**src/rtl/pwk_params.svh**
```systemverilog
// register map, field positions and reset values of the pin wake block
`ifndef PWK_PARAMS_SVH
`define PWK_PARAMS_SVH
// register indices, byte address is four times the index
`define PWK_IDX_PU_HIGH 16'hf004
`define PWK_IDX_PU_SHARED 16'hf031
`define PWK_IDX_WAKE_CFG01 16'hf230
`define PWK_IDX_WAKE_CFG23 16'hf231
`define PWK_IDX_WAKE_PEND 16'hf232
`define PWK_IDX_WAKE_CLR 16'hf233
`define PWK_IDX_WAKE_IEN 16'hf234
`define PWK_IDX_CAP_CTRL 16'hfa2b
// reset values
`define PWK_RST_PU_HIGH 8'hf0
`define PWK_RST_PU_SHARED 8'h30
`define PWK_RST_WAKE_CFG 8'h00
`define PWK_RST_CAP_CTRL 6'h00
// capacitor pin control field positions
`define PWK_CAP_IN_LEVEL 7
`define PWK_CAP_HIGH_DRIVE 5
`define PWK_CAP_IO_SEL 4
`define PWK_CAP_CAP_SEL 3
`define PWK_CAP_IN_EN 2
`define PWK_CAP_OUT_EN 1
`define PWK_CAP_OUT_VAL 0
`endif

```
**src/rtl/pwk_pkg.sv**
```systemverilog
// types shared by the pin wake block
package pwk_pkg;
  // one channel nibble: source, type, interrupt enable
  typedef struct packed {
    logic [1:0] src;
    logic level;
    logic irq_en;
  } pwk_chan_s;
  // trigger source codes
  typedef enum logic [1:0] {
    PWK_SRC_0 = 2'h0,
    PWK_SRC_1 = 2'h1,
    PWK_SRC_2 = 2'h2,
    PWK_SRC_3 = 2'h3
  } pwk_src_e;
  // capacitor pin drive bundle
  typedef struct packed {
    logic out;
    logic oe;
    logic high_drive;
    logic cap_func;
  } pwk_cap_drive_s;
endpackage : pwk_pkg

```
**src/rtl/pwk_top.sv**
```systemverilog
// pin wake triggers, pad pull-ups and capacitor pin control behind apb
`timescale 1ns/10ps
`include "pwk_params.svh"

module pwk_top
  import pwk_pkg::*;
(
  input wire logic sys_clk,
  input wire logic reset,
  input wire logic psel,
  input wire logic penable,
  input wire logic pwrite,
  input wire logic [19:0] paddr,
  input wire logic [31:0] pwdata,
  output logic [31:0] prdata,
  output logic pready,
  output logic pslverr,
  input wire logic [3:0] wake_pin,
  output logic wake_irq,
  output logic [3:0] strong_pullup_enable,
  output logic [3:0] weak_pullup_enable,
  output logic [3:0] shared_pin_strong_pullup,
  output logic [3:0] shared_pin_weak_pullup,
  input wire logic cap_pin_in,
  output logic cap_pin_out,
  output logic cap_pin_oe,
  output logic high_drive_select,
  output logic cap_function_active
);

  // ****************************************************************
  // state
  // ****************************************************************
  logic [7:0] pu_high; // high pin pull-ups
  logic [7:0] pu_shared; // shared pin pull-ups
  logic [7:0] wake_cfg01; // channels 0 and 1
  logic [7:0] wake_cfg23; // channels 2 and 3
  logic [3:0] pend; // sticky pending flags
  logic [5:0] cap_ctl; // capacitor pin control, bits 5..0
  logic [31:0] rd_q; // read data captured in setup
  logic [3:0] wake_s1; // first synchroniser stage
  logic [3:0] wake_s2; // synchronised level
  logic [3:0] wake_prev; // level one cycle back
  logic cap_s1; // first synchroniser stage
  logic cap_s2; // synchronised capacitor pin
  logic [7:0] next_pu_high;
  logic [7:0] next_pu_shared;
  logic [7:0] next_wake_cfg01;
  logic [7:0] next_wake_cfg23;
  logic [3:0] next_pend;
  logic [5:0] next_cap_ctl;
  logic [31:0] next_rd_q;

  pwk_chan_s chan [4]; // per channel view
  pwk_cap_drive_s cap_drv; // capacitor pin drive
  logic [3:0] trig; // per channel trigger this cycle
  logic [3:0] chan_en; // per channel enables
  logic [3:0] clr_mask; // flags software clears now
  logic [17:0] widx; // word index of the access
  logic wr_acc; // write in access phase
  logic mapped; // address hits a register
  logic cap_in_bit; // input bit as read

  // ****************************************************************
  // channel view and trigger detection
  // ****************************************************************
  assign chan[0] = wake_cfg01[3:0];
  assign chan[1] = wake_cfg01[7:4];
  assign chan[2] = wake_cfg23[3:0];
  assign chan[3] = wake_cfg23[7:4];

  // decode each channel's source under its trigger type
  always_comb begin
    for (int i = 0; i < 4; i++) begin
      chan_en[i] = chan[i].irq_en;
      if (!chan[i].level) begin
        case (pwk_src_e'(chan[i].src))
          PWK_SRC_0: trig[i] = wake_s2[i] & ~wake_prev[i];
          PWK_SRC_1: trig[i] = ~wake_s2[i] & wake_prev[i];
          PWK_SRC_2: trig[i] = wake_s2[i] ^ wake_prev[i];
          default: trig[i] = 1'b0; // reserved code
        endcase
      end else begin
        case (pwk_src_e'(chan[i].src))
          PWK_SRC_0: trig[i] = wake_s2[i];
          PWK_SRC_1: trig[i] = ~wake_s2[i];
          default: trig[i] = 1'b0; // reserved codes
        endcase
      end
    end
  end

  // ****************************************************************
  // apb decode
  // ****************************************************************
  assign widx = paddr[19:2];
  assign wr_acc = psel & penable & pwrite;
  assign pready = 1'b1; // zero wait state
  assign pslverr = psel & penable & ~mapped; // unmapped answer

  // address hit check
  always_comb begin
    case (widx)
      {2'h0, `PWK_IDX_PU_HIGH},
      {2'h0, `PWK_IDX_PU_SHARED},
      {2'h0, `PWK_IDX_WAKE_CFG01},
      {2'h0, `PWK_IDX_WAKE_CFG23},
      {2'h0, `PWK_IDX_WAKE_PEND},
      {2'h0, `PWK_IDX_WAKE_CLR},
      {2'h0, `PWK_IDX_WAKE_IEN},
      {2'h0, `PWK_IDX_CAP_CTRL}: mapped = 1'b1;
      default: mapped = 1'b0;
    endcase
  end

  // input bit reads low unless input enable is set
  assign cap_in_bit = cap_ctl[`PWK_CAP_IN_EN] & cap_s2;

  // ****************************************************************
  // register next values
  // ****************************************************************
  always_comb begin
    next_pu_high = pu_high;
    next_pu_shared = pu_shared;
    next_wake_cfg01 = wake_cfg01;
    next_wake_cfg23 = wake_cfg23;
    next_cap_ctl = cap_ctl;
    next_rd_q = rd_q;
    clr_mask = 4'h0;
    // writes take effect in the access phase
    if (wr_acc) begin
      case (widx)
        {2'h0, `PWK_IDX_PU_HIGH}: next_pu_high = pwdata[7:0];
        {2'h0, `PWK_IDX_PU_SHARED}: next_pu_shared = pwdata[7:0];
        {2'h0, `PWK_IDX_WAKE_CFG01}: next_wake_cfg01 = pwdata[7:0];
        {2'h0, `PWK_IDX_WAKE_CFG23}: next_wake_cfg23 = pwdata[7:0];
        {2'h0, `PWK_IDX_WAKE_PEND}: clr_mask = pwdata[3:0];
        {2'h0, `PWK_IDX_WAKE_CLR}: clr_mask = pwdata[3:0];
        {2'h0, `PWK_IDX_WAKE_IEN}: begin // enable alias view
          next_wake_cfg01[0] = pwdata[0];
          next_wake_cfg01[4] = pwdata[1];
          next_wake_cfg23[0] = pwdata[2];
          next_wake_cfg23[4] = pwdata[3];
        end
        {2'h0, `PWK_IDX_CAP_CTRL}: next_cap_ctl = pwdata[5:0];
        default: ; // unmapped write ignored
      endcase
    end
    // read data is captured in the setup cycle
    if (psel & ~penable & ~pwrite) begin
      case (widx)
        {2'h0, `PWK_IDX_PU_HIGH}: next_rd_q = {24'h0, pu_high};
        {2'h0, `PWK_IDX_PU_SHARED}: next_rd_q = {24'h0, pu_shared};
        {2'h0, `PWK_IDX_WAKE_CFG01}: next_rd_q = {24'h0, wake_cfg01};
        {2'h0, `PWK_IDX_WAKE_CFG23}: next_rd_q = {24'h0, wake_cfg23};
        {2'h0, `PWK_IDX_WAKE_PEND}: next_rd_q = {28'h0, pend};
        {2'h0, `PWK_IDX_WAKE_IEN}: next_rd_q = {28'h0, chan_en};
        {2'h0, `PWK_IDX_CAP_CTRL}: begin
          next_rd_q = {24'h0, cap_in_bit, 1'b0, cap_ctl};
        end
        default: next_rd_q = 32'h0; // clear register and unmapped
      endcase
    end
    // set wins over a clear in the same cycle
    next_pend = (pend & ~clr_mask) | trig;
  end

  // ****************************************************************
  // registers and synchronisers
  // ****************************************************************
  always_ff @(posedge sys_clk) begin
    if (reset) begin
      pu_high <= `PWK_RST_PU_HIGH;
      pu_shared <= `PWK_RST_PU_SHARED;
      wake_cfg01 <= `PWK_RST_WAKE_CFG;
      wake_cfg23 <= `PWK_RST_WAKE_CFG;
      pend <= 4'h0;
      cap_ctl <= `PWK_RST_CAP_CTRL;
      rd_q <= 32'h0;
      wake_s1 <= 4'h0;
      wake_s2 <= 4'h0;
      wake_prev <= 4'h0;
      cap_s1 <= 1'b0;
      cap_s2 <= 1'b0;
    end else begin
      pu_high <= next_pu_high;
      pu_shared <= next_pu_shared;
      wake_cfg01 <= next_wake_cfg01;
      wake_cfg23 <= next_wake_cfg23;
      pend <= next_pend;
      cap_ctl <= next_cap_ctl;
      rd_q <= next_rd_q;
      wake_s1 <= wake_pin;
      wake_s2 <= wake_s1;
      wake_prev <= wake_s2;
      cap_s1 <= cap_pin_in;
      cap_s2 <= cap_s1;
    end
  end

  // ****************************************************************
  // outputs
  // ****************************************************************
  // pin function from io select and capacitor select
  always_comb begin
    cap_drv.high_drive = cap_ctl[`PWK_CAP_HIGH_DRIVE];
    cap_drv.out = cap_ctl[`PWK_CAP_OUT_VAL];
    case (cap_ctl[`PWK_CAP_IO_SEL:`PWK_CAP_CAP_SEL])
      2'h1: begin // capacitor function
        cap_drv.cap_func = 1'b1;
        cap_drv.oe = 1'b0;
      end
      2'h2: begin // io mode
        cap_drv.cap_func = 1'b0;
        cap_drv.oe = cap_ctl[`PWK_CAP_OUT_EN];
      end
      default: begin // undefined codes leave the pin idle
        cap_drv.cap_func = 1'b0;
        cap_drv.oe = 1'b0;
      end
    endcase
  end

  assign cap_pin_out = cap_drv.out;
  assign cap_pin_oe = cap_drv.oe;
  assign high_drive_select = cap_drv.high_drive;
  assign cap_function_active = cap_drv.cap_func;
  assign prdata = rd_q;
  assign wake_irq = |(pend & chan_en);
  assign strong_pullup_enable = pu_high[7:4];
  assign weak_pullup_enable = pu_high[3:0];
  assign shared_pin_strong_pullup = pu_shared[7:4];
  assign shared_pin_weak_pullup = pu_shared[3:0];

  // ****************************************************************
  // assertions
  // ****************************************************************
  // the enable bit does not change triggering, so it is left out here
  rise_sets_flag_a: assert property (
    @(posedge sys_clk) disable iff (reset)
    (wake_cfg01[3:1] == 3'h0 && $rose(wake_s2[0])) |=> pend[0])
    else $error("rising edge did not set flag 0");

  fall_ignored_a: assert property (
    @(posedge sys_clk) disable iff (reset)
    (wake_cfg01[3:1] == 3'h0 && pend[0] == 1'b0 && $fell(wake_s2[0]))
      |=> !pend[0])
    else $error("falling edge set a rising-edge channel");

  low_level_a: assert property (
    @(posedge sys_clk) disable iff (reset)
    (wake_cfg01[7:5] == 3'h3 && !wake_s2[1]) |=> pend[1])
    else $error("low level did not set flag 1");

  pin_latency_a: assert property (
    @(posedge sys_clk) disable iff (reset)
    (wake_cfg23[3:1] == 3'h1 && wake_cfg23 == $past(wake_cfg23, 3)
      && pend[2] == 1'b0 && $past(wake_pin[2], 2) == 1'b1)
      |-> ##1 pend[2])
    else $error("high level on pin did not set flag 2");

  flag_sticky_a: assert property (
    @(posedge sys_clk) disable iff (reset)
    (pend[3] && !wr_acc) |=> pend[3])
    else $error("pending flag dropped without a clear");

  irq_cause_a: assert property (
    @(posedge sys_clk) disable iff (reset)
    $rose(wake_irq) |-> ($past(trig & chan_en) != 4'h0
      || $past(wr_acc)) && (pend & chan_en) != 4'h0)
    else $error("interrupt rose without an enabled trigger");

  pull_reset_a: assert property (
    @(posedge sys_clk)
    $fell(reset) |-> strong_pullup_enable == 4'hf
      && weak_pullup_enable == 4'h0
      && shared_pin_strong_pullup == 4'h3
      && shared_pin_weak_pullup == 4'h0 && !wake_irq)
    else $error("pull-up reset values wrong");

  io_drive_a: assert property (
    @(posedge sys_clk) disable iff (reset)
    cap_pin_oe |-> !cap_function_active
      && cap_ctl[4:3] == 2'h2 && cap_ctl[1])
    else $error("capacitor pin driven outside io mode");

  input_low_a: assert property (
    @(posedge sys_clk) disable iff (reset)
    (psel && !penable && !pwrite && !cap_ctl[2]
      && widx == {2'h0, `PWK_IDX_CAP_CTRL}) |=> prdata[7] == 1'b0)
    else $error("input bit read high while input disabled");

  high_drive_write_a: assert property (
    @(posedge sys_clk) disable iff (reset)
    (wr_acc && widx == {2'h0, `PWK_IDX_CAP_CTRL})
      |=> high_drive_select == $past(pwdata[5]))
    else $error("high drive select not updated by write");

endmodule : pwk_top

```
**config.mk**
```make
export PLATFORM = sky130hd
export DESIGN_NAME = pwk_top
export DESIGN_NICKNAME = d
export VERILOG_FILES = /design/src/rtl/pwk_pkg.sv /design/src/rtl/pwk_top.sv
export VERILOG_INCLUDE_DIRS = /design/src /design/src/rtl
export SDC_FILE = /design/constraint.sdc
export NUM_CORES = 1
export LEC_CHECK = 0
export BUFFER_PORTS_ARGS = -buffer_cell sky130_fd_sc_hd__buf_2
export CELL_PAD_IN_SITES_DETAIL_PLACEMENT = 1
export CELL_PAD_IN_SITES_GLOBAL_PLACEMENT = 1
export CORE_MARGIN = 4
export CORE_UTILIZATION = 39
export DETAILED_ROUTE_END_ITERATION = 8
export PLACE_DENSITY_LB_ADDON = 0.1
export SYNTH_ARGS = -nofsm -noshare
export SYNTH_HDL_FRONTEND = slang
export SYNTH_SLANG_ARGS = --single-unit
```
**constraint.sdc**
```tcl
create_clock -name sys_clk -period 6.7 [get_ports sys_clk]
set_input_delay 1.675 -clock sys_clk [delete_from_list [all_inputs] [get_ports sys_clk]]
set_output_delay 1.675 -clock sys_clk [all_outputs]
set_load 0.02 [all_outputs]
```
==> impl_summary.txt <==
----------------------------------------------------
[Route]
  Via-to-Cell Ratio ... 5.31
  Detailed Routing Iterations Pass 1 ... 4
  Initial DRC count ... 96
  Routed WL per cell ... 17.1 µm
  Wirelength, routed ... 9130 µm
  Antenna Nets Post-Route ... 0
  Vias after detailed routing ... 2840
  DRC violations left ... 0

[Layout]
  Area taken by flip-flops and latches ... 1280 µm²
  FILL cells ... 990
  Final antenna diode count ... 0
  Post-Route Utilization ... 46.2%
  Multi-input gate area ... 1780 µm²
  Share of post-route cells with drive strength above 1 ... 21.4%
  Layout overhead on the synthesized area ... 15.2%
  Count of nets after finishing ... 495
  Post-Layout Inst Area ... 3770 µm²

[Critical path]
  Launch instance of the worst register-to-register path ... wake_s2[2]$_SDFF_PP0_
  Required time of the critical path ... 5.03 ns
  Critical-path cell with the highest stage delay ... sky130_fd_sc_hd__or4_1
  Total buffers and inverters traversed by the critical path ... 2
  Most used cell along the critical path ... sky130_fd_sc_hd__buf_2
  Startpoint kind of the worst setup timing path ... primary input
  Reg-to-Reg End ... pend[2]$_SDFF_PP0_
  Category of the critical setup timing path ... primary input to output pin
  Slowest cell delay on critical path ... 0.58 ns
  Crit end category ... output pin
  R2r worst-path depth ... 6
  Reg-to-reg slack, setup ... 5.27 ns
  Data arrival at the endpoint of the critical path ... 3.73 ns
  Critical-path maximum fanout ... 5
  Critical Path, Cell by Cell ... buf_2 > or3_4 > or4_1 > nor3_2 > a311oi_1 > and4_1 > buf_2
  Cell family with most CP delay ... simple AND/OR/NAND/NOR gates

[Worst hold path]
  Cell depth of the worst hold path ... 1
  Hold_sp ... wake_s1[0]$_SDFF_PP0_
  Endpoint with the worst hold slack ... wake_s2[0]$_SDFF_PP0_
  Path type of the worst min-delay path ... register to register

[STA]
  Clock skew after layout ... 0.00464 ns
  Peak clock frequency supported by timing ... 185 MHz
  Setup repair after global routing missed its margin ... false
  Relative max-transition margin ... 23.9%
  Final period demand of the worst path ... 5.41 ns
  Setup violations, final ... 0
  Worst setup slack after layout ... 1.29 ns
  Final worst path period share ... 80.7%
  Total count of max-transition violations in the final report ... 0
  Slew @ Worst Pin ... 1.14 ns
  Final hold violation count ... 0
  Setup TNS Final ... 0 ns

[GRT]
  Remaining global-route overflow ... 0
  Vias in the first global route ... 2822
  Number of antenna violations at the first check in global routing ... 0
  First-pass GRT wire length ... 14900 µm
  Gr usage total ... 19.3%
  Largest net degree at the start of global routing ... 34

[Clock tree]
  CTS tree ... yes
  Clock Latency Late Sink ... 0.35 ns
  Post-CTS clock slew at the launch and capture registers of the worst setup and hold paths ... 0.07 ns
  Buffer type at the clock tree root ... sky130_fd_sc_hd__clkbuf_8
  Sinks on Clock Net ... 64
  Number of levels the H-tree was split into ... 3
  Setup Fix Bufs, Post-CTS ... 0
  Quantity of hold-fixing buffers added after cts ... 0
  TritonCTS Buffers ... 9
  Post-CTS Resized ... 0
  Clock Tree Buf Depth ... 2

[Logic synthesis]
  Total of flip-flops plus latches after synthesis ... 64
  Average footprint of a synthesized cell ... 8.92 µm²
  Synthesized instance count ... 367
  Seq/Total Area, Yosys ... 39.1%
  Number of enable-type register cells in the synthesized netlist ... 0
  Cell area after synthesis ... 3270 µm²
  Yosys warning total ... 0
  Library cells used by synthesis ... 47
  Async set-or-reset flop fraction in the synthesized netlist ... 0%
  Prevailing post-synth register cell ... sky130_fd_sc_hd__dfxtp_1

[Run status]
  Result of the run ... finished clean

[Placed design]
  RD Place Congestion ... 0.816
  HPWL after detailed placement ... 6700 µm
  Port-buffer cells ... 65
  Placed instance area ... 3570 µm²
  Place WS ... 1.29 ns

[Power]
  Total internal power ... 601 µW
  Static leakage ... 0.00158 µW
  Cell area power density ... 213 nW/µm²
  Maximum vdd drop ... 0.115 mV
  Share of total power in combinational logic ... 8.8%
  Part of the total power dissipated in the clock network ... 42.5%
  Psw ... 203 µW
  Switching Share ... 25.2%
  Sequential share of power ... 48.7%

[Floorplan]
  DIE HEIGHT ... 99.6 µm
  Effective utilization at floorplan ... 40.1%
  I/O pin count ... 117
  Horiz. Die Dim ... 99.6 µm
  Die outline area ... 9930 µm²
  Area of the core ... 8180 µm²
  Floorplan row count ... 33

[Flow run]
  Maxcap violations ... 0

----------------------------------------------------
## through the flow
stage                     hold slack, ns  power (µW)  cells
after detailed placement           0.433         471    519
after floorplan                    0.414         454    390
after CTS                          0.449         811    535
after global placement             0.418         469    519
after global routing               0.468         839    535
final                              0.442         804    535
## cell usage after synthesis, types with 2 or more instances
library cell               instances  area (µm²)
sky130_fd_sc_hd__buf_4            25         188
sky130_fd_sc_hd__a221o_1           9        90.1
sky130_fd_sc_hd__nand3_1          11        55.1
sky130_fd_sc_hd__ha_1              8         100
sky130_fd_sc_hd__a311oi_1          2        17.5
sky130_fd_sc_hd__and2_1            2        12.5
sky130_fd_sc_hd__and4_1            2        17.5
sky130_fd_sc_hd__inv_1            11        41.3
sky130_fd_sc_hd__mux2i_1          29         290
sky130_fd_sc_hd__o221a_2           3        33.8
sky130_fd_sc_hd__nor4_1            2        12.5
sky130_fd_sc_hd__nor2_1           49         184
sky130_fd_sc_hd__and3_1            2        12.5
sky130_fd_sc_hd__buf_2             2        10.0
sky130_fd_sc_hd__nor3_1           13        65.1
sky130_fd_sc_hd__or4_1             3        22.5
sky130_fd_sc_hd__a22oi_1           3        22.5
sky130_fd_sc_hd__xnor2_1           4        35.0
sky130_fd_sc_hd__a211oi_1         13        97.6
sky130_fd_sc_hd__nor4_2            3        37.5
sky130_fd_sc_hd__dfxtp_1          64        1280
sky130_fd_sc_hd__nand4_1           4        25.0
sky130_fd_sc_hd__nand2_1          19        71.3
sky130_fd_sc_hd__a211o_1           7        61.3
sky130_fd_sc_hd__clkbuf_1         15        56.3
sky130_fd_sc_hd__a221oi_1          5        43.8
sky130_fd_sc_hd__nor2b_1          22         138
sky130_fd_sc_hd__a21oi_1          15        75.1
sky130_fd_sc_hd__conb_1            2        7.51
## layout make-up
| class | instances | area share (%) |
|---|---|---|
| repair buffers | 67 | 9.02 |
| multi-input cells | 272 | 47.2 |
| flip-flops and latches | 64 | 34.0 |
| well taps | 105 | 3.48 |
| clock buffers | 13 | 4.21 |
| clock inverters | 3 | 1.06 |
| inverters | 11 | 1.09 |
## cells in the final DEF (no fill, tap or decap), types with 3 or more instances in the layout
| master | instances |
|---|---|
| sky130_fd_sc_hd__nand2_1 | 19 |
| sky130_fd_sc_hd__nand4_1 | 4 |
| sky130_fd_sc_hd__inv_1 | 11 |
| sky130_fd_sc_hd__nor3_1 | 13 |
| sky130_fd_sc_hd__buf_2 | 65 |
| sky130_fd_sc_hd__a211o_1 | 7 |
| sky130_fd_sc_hd__clkbuf_8 | 11 |
| sky130_fd_sc_hd__o221a_2 | 3 |
| sky130_fd_sc_hd__nor4_2 | 3 |
| sky130_fd_sc_hd__a221oi_1 | 5 |
| sky130_fd_sc_hd__a221o_1 | 9 |
| sky130_fd_sc_hd__mux2i_1 | 29 |
| sky130_fd_sc_hd__a22oi_1 | 3 |
| sky130_fd_sc_hd__or4_1 | 3 |
| sky130_fd_sc_hd__ha_1 | 8 |
| sky130_fd_sc_hd__a211oi_1 | 13 |
| sky130_fd_sc_hd__nor2_1 | 49 |
| sky130_fd_sc_hd__xnor2_1 | 4 |
| sky130_fd_sc_hd__nor2b_1 | 22 |
| sky130_fd_sc_hd__nand3_1 | 11 |
| sky130_fd_sc_hd__dfxtp_1 | 64 |
| sky130_fd_sc_hd__a21oi_1 | 15 |
| sky130_fd_sc_hd__conb_1 | 25 |
## cells by family after synthesis
kind of cell	synth area share, %
and+or+nand+nor	23.1
other	0.229
muxes	9.21
DFF	39.1
xor gates and xnor gates	1.07
adders and majority gates	3.06
buffers and inverters	9.13
AOI/OAI and AO/OA	15.1
## layer usage
layer	track usage [%]	part of all wire, %	vias to the layer above
met5	0	0	-
met4	7.98	2.2	0
met3	4.21	4.9	15
met2	30.5	47	79
met1	25.6	46	1360
li1	-	-	1386
## sequential cells by signal, indices dropped and copies added (netlist names), 4 cells and up
signal / count
prdata: 8
pu_high: 8
pu_shared: 8
wake_cfg01: 8
wake_cfg23: 8
cap_ctl: 6
pend: 4
wake_prev: 4
wake_s1: 4
wake_s2: 4
## power by group through the flow
stage                     registers (µW)  logic (µW)  clock network, µW
after floorplan                      401        52.8                  0
after global placement               400        69.8                  0
after detailed placement             400        71.1                  0
after CTS                            391        71.3                349
after global routing                 392        78.9                368
final                                391        71.1                342
## worst max-delay path by stage
stage | cells past startpoint | startpoint | end
floorplan | 6 | paddr[12] | pslverr
global placement | 7 | paddr[12] | pslverr
detailed placement | 7 | paddr[12] | pslverr
CTS | 7 | paddr[12] | pslverr
global route | 7 | paddr[12] | pslverr
finish | 7 | paddr[12] | pslverr
Note: power is estimated with default switching activity, not from simulation.
